==> src/align_cfg_pkg.sv <==
// Register map, field layout and reset values for the alignment and requantizer configuration bank
package align_cfg_pkg;
  localparam logic [7:0] ALIGN_CONTROL_ADDR = 8'h3A;
  localparam logic [7:0] REQUANT_CONTROL_ADDR = 8'h3C;
  localparam logic [7:0] BAND_TUNING_ADDR = 8'h3E;
  localparam logic [7:0] PIN_CONTROL_ADDR = 8'h59;
  localparam logic [7:0] REG_RESET = 8'h00;
  localparam logic [7:0] READ_UNMAPPED = 8'h00;
  // Field positions
  localparam int MASTER_EN_BIT = 0;
  localparam int DIV_ALIGN_EN_BIT = 1;
  localparam int NEXT_ONLY_BIT = 2;
  localparam int REQUANT_EN_BIT = 0;
  localparam int MODE_LSB = 1;
  localparam int MODE_MSB = 3;
  localparam int EDGE_POL_BIT = 0;
  localparam int SENSE_EDGE_BIT = 1;
  localparam int TUNE_MSB = 5;
  localparam int TUNE_LSB = 0;
  // Writable masks; reserved bits read zero
  localparam logic [7:0] ALIGN_CONTROL_MASK = 8'h07;
  localparam logic [7:0] REQUANT_CONTROL_MASK = 8'h0F;
  localparam logic [7:0] BAND_TUNING_MASK = 8'h3F;
  localparam logic [7:0] PIN_CONTROL_MASK = 8'h03;
  // Band width modes and valid tuning word counts
  localparam logic [2:0] MODE_22PCT = 3'h0;
  localparam logic [2:0] MODE_33PCT = 3'h1;
  localparam logic [5:0] TUNING_COUNT_22PCT = 6'h39;
  localparam logic [5:0] TUNING_COUNT_33PCT = 6'h22;
  // Band edge step, tenths of a percent of sample rate per tuning increment
  localparam logic [9:0] STEP_PERMILLE = 10'h005;
endpackage

==> src/align_and_requantizer_config.sv <==
// Alignment pulse qualification and noise shaping requantizer configuration registers
`timescale 1ns/100ps

// Functional notes
// RULE_01: Master enable low disables all alignment pulse handling.
// RULE_02: Pulses reach divider only when divider enable and master enable high.
// RULE_03: Next-pulse-only mode passes first pulse, ignores later ones.
// RULE_04: Next-pulse-only clears divider enable after aligning; software re-arms.
// RULE_05: Mode 000 selects 22 percent band, 001 selects 33 percent.
// RULE_06: Requantizer enable one processes data, zero bypasses it.
// RULE_07: Tuning word valid below 57 in 22 percent, 34 in 33 percent.
// RULE_08: Each tuning increment moves band edges 0.5 percent of sample rate.
// RULE_09: Sensitivity zero responds to level, one responds to an edge.
// RULE_10: Edge polarity zero selects falling, one selects rising edges.
// RULE_11: Upper reserved bits of all four registers read zero, ignore writes.
// RULE_12: Alignment pin synchronised before level or edge detection.
module align_and_requantizer_config
  import align_cfg_pkg::*;
(
  input wire logic sys_clk,
  input wire logic rst_n,
  input wire logic reg_wr,
  input wire logic reg_rd,
  input wire logic [7:0] reg_addr,
  input wire logic [7:0] reg_wdata,
  input wire logic align_pin,
  output logic [7:0] reg_rdata,
  output logic divider_align,
  output logic requant_enable,
  output logic [2:0] band_width_mode,
  output logic [5:0] band_tuning_word,
  output logic tuning_valid,
  output logic [9:0] band_edge_offset
);

  // Configuration registers and their next values
  logic [7:0] align_control;
  logic [7:0] requantizer_control;
  logic [7:0] requantizer_band_tuning;
  logic [7:0] align_pin_control;
  logic [7:0] next_align_control;
  logic [7:0] next_requantizer_control;
  logic [7:0] next_requantizer_band_tuning;
  logic [7:0] next_align_pin_control;

  // Pin synchroniser and qualified event
  logic pin_meta;
  logic pin_sync;
  logic pin_prev;
  logic align_event;

  // Next values of the registered outputs
  logic [7:0] next_reg_rdata;
  logic next_divider_align;
  logic next_requant_enable;
  logic [2:0] next_band_width_mode;
  logic [5:0] next_band_tuning_word;
  logic next_tuning_valid;
  logic [9:0] next_band_edge_offset;

  // Tuning word validity for the selected band mode
  function automatic logic word_valid(input logic [2:0] mode, input logic [5:0] word);
    logic ok;
    ok = 1'b0;
    // Reserved mode codes never give a valid word
    unique case (mode)
      MODE_22PCT: ok = (word < TUNING_COUNT_22PCT);
      MODE_33PCT: ok = (word < TUNING_COUNT_33PCT);
      default: ok = 1'b0;
    endcase
    return ok;
  endfunction

  // Band mode field of the requantizer control register
  function automatic logic [2:0] mode_field(input logic [7:0] ctrl);
    return ctrl[MODE_MSB:MODE_LSB];
  endfunction

  // Tuning word field of the band tuning register
  function automatic logic [5:0] tune_field(input logic [7:0] tune);
    return tune[TUNE_MSB:TUNE_LSB];
  endfunction

  // Band edge offset, tenths of a percent of sample rate
  function automatic logic [9:0] edge_offset(input logic [5:0] word);
    return 10'(word * STEP_PERMILLE);
  endfunction

  // Register read mux
  function automatic logic [7:0] read_reg(input logic [7:0] addr, input logic [7:0] a, input logic [7:0] r,
                                          input logic [7:0] t, input logic [7:0] p);
    logic [7:0] val;
    val = READ_UNMAPPED;
    unique case (addr)
      ALIGN_CONTROL_ADDR: val = a;
      REQUANT_CONTROL_ADDR: val = r;
      BAND_TUNING_ADDR: val = t;
      PIN_CONTROL_ADDR: val = p;
      default: val = READ_UNMAPPED;
    endcase
    return val;
  endfunction

  // Pin edge and level qualification on the synchronised pin
  always_comb
  begin
    align_event = 1'b0;
    // RULE_09 level or edge
    if (!align_pin_control[SENSE_EDGE_BIT])
      align_event = pin_sync;
    // RULE_10 edge polarity
    else if (align_pin_control[EDGE_POL_BIT])
      align_event = pin_sync & ~pin_prev;
    else
      align_event = ~pin_sync & pin_prev;
  end

  // Next register values and divider pulse
  always_comb
  begin
    next_align_control = align_control;
    next_requantizer_control = requantizer_control;
    next_requantizer_band_tuning = requantizer_band_tuning;
    next_align_pin_control = align_pin_control;
    next_divider_align = 1'b0;
    if (reg_wr)
    begin
      // RULE_11 reserved bits masked
      unique case (reg_addr)
        ALIGN_CONTROL_ADDR: next_align_control = reg_wdata & ALIGN_CONTROL_MASK;
        REQUANT_CONTROL_ADDR: next_requantizer_control = reg_wdata & REQUANT_CONTROL_MASK;
        BAND_TUNING_ADDR: next_requantizer_band_tuning = reg_wdata & BAND_TUNING_MASK;
        PIN_CONTROL_ADDR: next_align_pin_control = reg_wdata & PIN_CONTROL_MASK;
        default: next_align_pin_control = align_pin_control;
      endcase
    end

    // Alignment gating and one-shot disarm
    // RULE_01 RULE_02 gate by both enables
    if (align_control[MASTER_EN_BIT] && align_control[DIV_ALIGN_EN_BIT] && align_event)
    begin
      next_divider_align = 1'b1;
      // RULE_03 RULE_04 one-shot self clear, wins over write
      if (align_control[NEXT_ONLY_BIT])
        next_align_control[DIV_ALIGN_EN_BIT] = 1'b0;
    end
  end

  // Derived requantizer outputs
  always_comb
  begin
    // Read returns post-write values; holds otherwise
    next_reg_rdata = reg_rd ? read_reg(reg_addr, next_align_control, next_requantizer_control,
                                       next_requantizer_band_tuning, next_align_pin_control) : reg_rdata;
    // RULE_06 requantizer enable
    next_requant_enable = next_requantizer_control[REQUANT_EN_BIT];
    // RULE_05 band mode field
    next_band_width_mode = mode_field(next_requantizer_control);
    next_band_tuning_word = tune_field(next_requantizer_band_tuning);
    // RULE_07 validity per mode
    next_tuning_valid = word_valid(next_band_width_mode, next_band_tuning_word);
    // RULE_08 half-percent steps
    next_band_edge_offset = edge_offset(next_band_tuning_word);
  end

  // Configuration registers; writes and self-clear already merged
  always_ff @(posedge sys_clk)
  begin
    if (!rst_n)
    begin
      align_control <= REG_RESET;
      requantizer_control <= REG_RESET;
      requantizer_band_tuning <= REG_RESET;
      align_pin_control <= REG_RESET;
    end
    else
    begin
      align_control <= next_align_control;
      requantizer_control <= next_requantizer_control;
      requantizer_band_tuning <= next_requantizer_band_tuning;
      align_pin_control <= next_align_pin_control;
    end
  end

  // Output flops; reset values follow the reset register contents
  always_ff @(posedge sys_clk)
  begin
    if (!rst_n)
    begin
      reg_rdata <= READ_UNMAPPED;
      divider_align <= 1'b0;
      requant_enable <= REG_RESET[REQUANT_EN_BIT];
      band_width_mode <= mode_field(REG_RESET);
      band_tuning_word <= tune_field(REG_RESET);
      tuning_valid <= word_valid(mode_field(REG_RESET), tune_field(REG_RESET));
      band_edge_offset <= edge_offset(tune_field(REG_RESET));
    end
    else
    begin
      reg_rdata <= next_reg_rdata;
      divider_align <= next_divider_align;
      requant_enable <= next_requant_enable;
      band_width_mode <= next_band_width_mode;
      band_tuning_word <= next_band_tuning_word;
      tuning_valid <= next_tuning_valid;
      band_edge_offset <= next_band_edge_offset;
    end
  end

  // Pin synchroniser; only the second flop reads the first
  always_ff @(posedge sys_clk)
  begin
    if (!rst_n)
    begin
      pin_meta <= 1'b0;
      pin_sync <= 1'b0;
      pin_prev <= 1'b0;
    end
    else
    begin
      // RULE_12 two-flop synchroniser
      pin_meta <= align_pin;
      pin_sync <= pin_meta;
      pin_prev <= pin_sync;
    end
  end

endmodule

==> config.mk <==
export PLATFORM = sky130hd
export DESIGN_NAME = align_and_requantizer_config
export DESIGN_NICKNAME = d
export VERILOG_FILES = /design/src/align_cfg_pkg.sv /design/src/align_and_requantizer_config.sv
export SDC_FILE = /design/constraint.sdc
export NUM_CORES = 1
export LEC_CHECK = 0
export ABC_AREA = 1
export BUFFER_PORTS_ARGS = -buffer_cell sky130_fd_sc_hd__buf_2
export CAP_MARGIN = 5
export CORE_ASPECT_RATIO = 0.9
export CORE_MARGIN = 2
export CORE_UTILIZATION = 56
export CTS_BUF_LIST = sky130_fd_sc_hd__clkbuf_8
export DETAILED_ROUTE_END_ITERATION = 8
export PLACE_DENSITY = 0.78
export SYNTH_ARGS = -nofsm -noshare
export SYNTH_HDL_FRONTEND = slang
export SYNTH_SLANG_ARGS = --single-unit
==> constraint.sdc <==
create_clock -name sys_clk -period 2.79 [get_ports sys_clk]
set_input_delay 0.279 -clock sys_clk [delete_from_list [all_inputs] [get_ports sys_clk]]
set_output_delay 0.279 -clock sys_clk [all_outputs]
set_load 0.1 [all_outputs]
==> impl_results.md <==
- Post-DP Area: 2740 sq um
- Synthesized cell area: 2530 sq um
- Global-route wire length before repair: 9030 um
- DR pass1 iterations: 4
- CP max FO: 10
- Period Utilization, post-route: between 80% and 90%
- CP Class: in -> reg
- Simple-Gate Fraction of Synth Area: 35.9%
- Root Driver: clkbuf_8
- PortBufs: 47
- Status: completed
- GR Util All Layers: about a quarter
- Clk buf depth: 2
- Synth warnings: 0
- Clock period minus final worst setup slack: 2.34 ns
- Setup TNS: 0 ns
- Core Region: 4400 sq um
- Leading area contributor after synthesis: dfxtp_1
- Synth cell types: 32
- R2r startpoint: requantizer_band_tuning[1]$_SDFF_PN0_
- CTS sink count: 52
- Final Max Slew Viols: 0
- Initial core utilization: 57.6%
- Placer Congestion: 0.858
- RSZ-0062 raised after global routing: false
- IO Pins: 51
- Post-synthesis sequential area ratio: 41.1%
- Largest net degree at the start of global routing: 27
- Synth top area share: roughly two fifths
- CP max stage cell: fa_1
- Largest family of logic cells by synthesized area: simple AND/OR/NAND/NOR gates
- Worst path cell trace: buf_2 > inv_1 > nand2_1 > nor2_2 > nand3_4 > nand2_2 > o21ai_4 > inv_1 > nor2_1 > nor2_1 > ha_1 > inv_1 > fa_1 > o21ai_0 > nand3_1 > nand2_1 > a21oi_2
- Number of core rows: 23
- Die height: just under 70 um
- Avg Cell Area, Syn: roughly 7 sq um
- Net switching power: 0.293 mW
- Commonest cells after routing, fill and taps aside: nand2_1, dfxtp_1, nor2_1, buf_2
- GRT Max-Usage Layer: met2
- Synth Area in Adders: ~2.8%
- Post-CTS Repair Setup Buffers: 0
- CP bufs+invs: 4
- Worst VDD drop: between 400 and 500 uV
- Worst Hold Class: in -> reg
- Crit-path most repeated cell: inv_1
- Critical Path Start: reg_addr[0]
- Clk_skew: 0.0134 ns
- Drt wl/cell: 12.0 um
- Critical Path Max Stage Delay: 0.39 ns
- P&R area growth vs syn: 11.1%
- Worst slew margin relative to its limit: approximately two thirds
- Final Hold Fails: 0
- XOR/XNOR Fraction of Synth Area: 0.346%
- Mapped Cells: 359
- Critical Path AT: around 2.6 ns
- Mux share of post-synthesis cell area: 0%
- Diodes inserted: 0
- Most area-consuming cells after synthesis: dfxtp_1, nand2_1, nand3_1, nor2_1, inv_1
- Clk pwr share: 32.7%
- Cell area after layout: 2820 sq um
- # DRC: 0
- Initial antenna violation count: 0
- Crit path launch type: primary input
- CP required: about 3.0 ns
- CTS tree: yes
- Power Density: roughly 430 nW/um^2
- # resized after CTS: 0
- Max-cap viol count: 0
- Slew @ Worst Pin: between 0.5 and 0.6 ns
- Via-to-Cell Ratio: 5.08
- Die width: 74.9 um
- Final setup fails: 0
- Met1 Use GR: between 30% and 40%
- Commonest non-fill, non-tap cell in the layout: nand2_1
- Cell family with most CP delay: simple AND/OR/NAND/NOR gates
- Total grt overflow: 0
- Skew-Pair Late Insertion Delay: 0.31 ns
- Worst Setup End Kind: flop
- Final WL: 5470 um
- Final ANT Viol Nets: 0
- Pre-CTS setup slack: about 0.16 ns
- Post-layout util: between 60 and 70%
- Met3 usage: 6.48%
- Switch share: 24.0%
- Logic pwr share: 6.5%
- Vias in the first global route: 2086
- Clock slew at reported path FFs: roughly 0.090 ns
- Total CTS buffers: 5
- DP HPWL: ~4200 um
- Die area: about 5100 sq um
- H-tree levels: 2
- Pleak: between 1 and 1.5 nW
- Synth Register Bits: 52
- M2 GR Usage: between 30% and 40%
- Cell internal pwr: 0.931 mW
- Synth Area in Compound Gates: 7.85%
- DR vias: 2316
- Sequential power share: 60.8%
- HP Start: align_pin
- Nets: 420
- PnR worst setup slack: 0.452 ns
- Syn nets: 385
- First-iteration detailed-routing DRC count: 165
- Share of layout cells above drive strength 1: 20.1%
- F_max: approximately 430 MHz
- CTS Hold Bufs: 0
## cell usage after synthesis (all sizes together)
master  instances
inv            43
nand3          44
nand2          93
o21bai          1
buf            16
o21ai          12
o211ai          3
o21a            1
nand4           7
dfxtp          52
clkbuf          6
xor2            1
and2            1
conb            1
a21oi          15
nor3            2
nor2           54
fa              1
ha              4
clkinv          2
## sequential cells by signal (all words and copies together), names as in the netlist
| register | cells |
|---|---|
| pin_sync | 1 |
| reg_rdata | 8 |
| requantizer_control | 8 |
| tuning_valid | 1 |
| divider_align | 1 |
| align_pin_control | 8 |
| requantizer_band_tuning | 8 |
| align_control | 8 |
| pin_meta | 1 |
| band_edge_offset | 7 |
| pin_prev | 1 |
## power by group through the flow
| stage | combinational, mW | clock [mW] | sequential [mW] |
|---|---|---|---|
| final | 0.0793 | 0.400 | 0.745 |
| after global routing | 0.0874 | 0.437 | 0.745 |
| after CTS | 0.0790 | 0.407 | 0.745 |
| after global placement | 0.0772 | 0 | 0.762 |
| after floorplan | 0.0497 | 0 | 0.765 |
| after detailed placement | 0.0789 | 0 | 0.762 |
## through the flow
| step | power [mW] | hold WS [ns] | std cells |
|---|---|---|---|
| after global placement | 0.840 | 0.397 | 449 |
| after global routing | 1.27 | 0.173 | 456 |
| after CTS | 1.23 | 0.162 | 456 |
| final | 1.22 | 0.162 | 456 |
| after floorplan | 0.814 | 0.377 | 359 |
| after detailed placement | 0.841 | 0.417 | 449 |
## cells by family (layout without fill, tap and decap cells)
group / after synthesis / count (layout)
adder cells (fa/ha/maj): 5 / 5
AND/OR/NAND/NOR: 201 / 201
other: 1 / 1
XOR/XNOR: 1 / 1
flip-flops: 52 / 52
buffers and inverters: 67 / 102
AO/OA/AOI/OAI: 32 / 32
## layout make-up
class | instances | area [sq um]
clock buffers | 5 | 68.8
fillers | 433 | 1590
clock inverters | 2 | 8.76
inverters | 45 | 169
well taps | 62 | 77.6
flip-flops and latches | 52 | 1040
repair buffers | 50 | 258
multi-input cells | 240 | 1190
## worst register-to-register path: stages, from the launching register on
cell	delay, ns
dfxtp_1	0.33
inv_1	0.05
nand2_1	0.07
nand2_1	0.12
nor2_1	0.08
nor2_1	0.12
ha_1	0.17
inv_1	0.05
fa_1	0.39
o21ai_0	0.29
nand3_1	0.12
nand2_1	0.08
a21oi_2	0.03
## final timing paths
check	to	slack (ns)	cells after the start
min	pin_meta$_SDFF_PN0_	0.16	3
max reg2reg	band_edge_offset[7]$_SDFF_PN0_	0.79	12
max	band_edge_offset[7]$_SDFF_PN0_	0.45	17
min reg2reg	pin_sync$_SDFF_PN0_	0.43	2
## layer usage
metal	part of all wire [%]	wire, um
met1	46	2500
met2	46	2520
met3	7.2	394
met4	1.0	55
met5	0	0
Note: power is estimated with default switching activity, not from simulation.
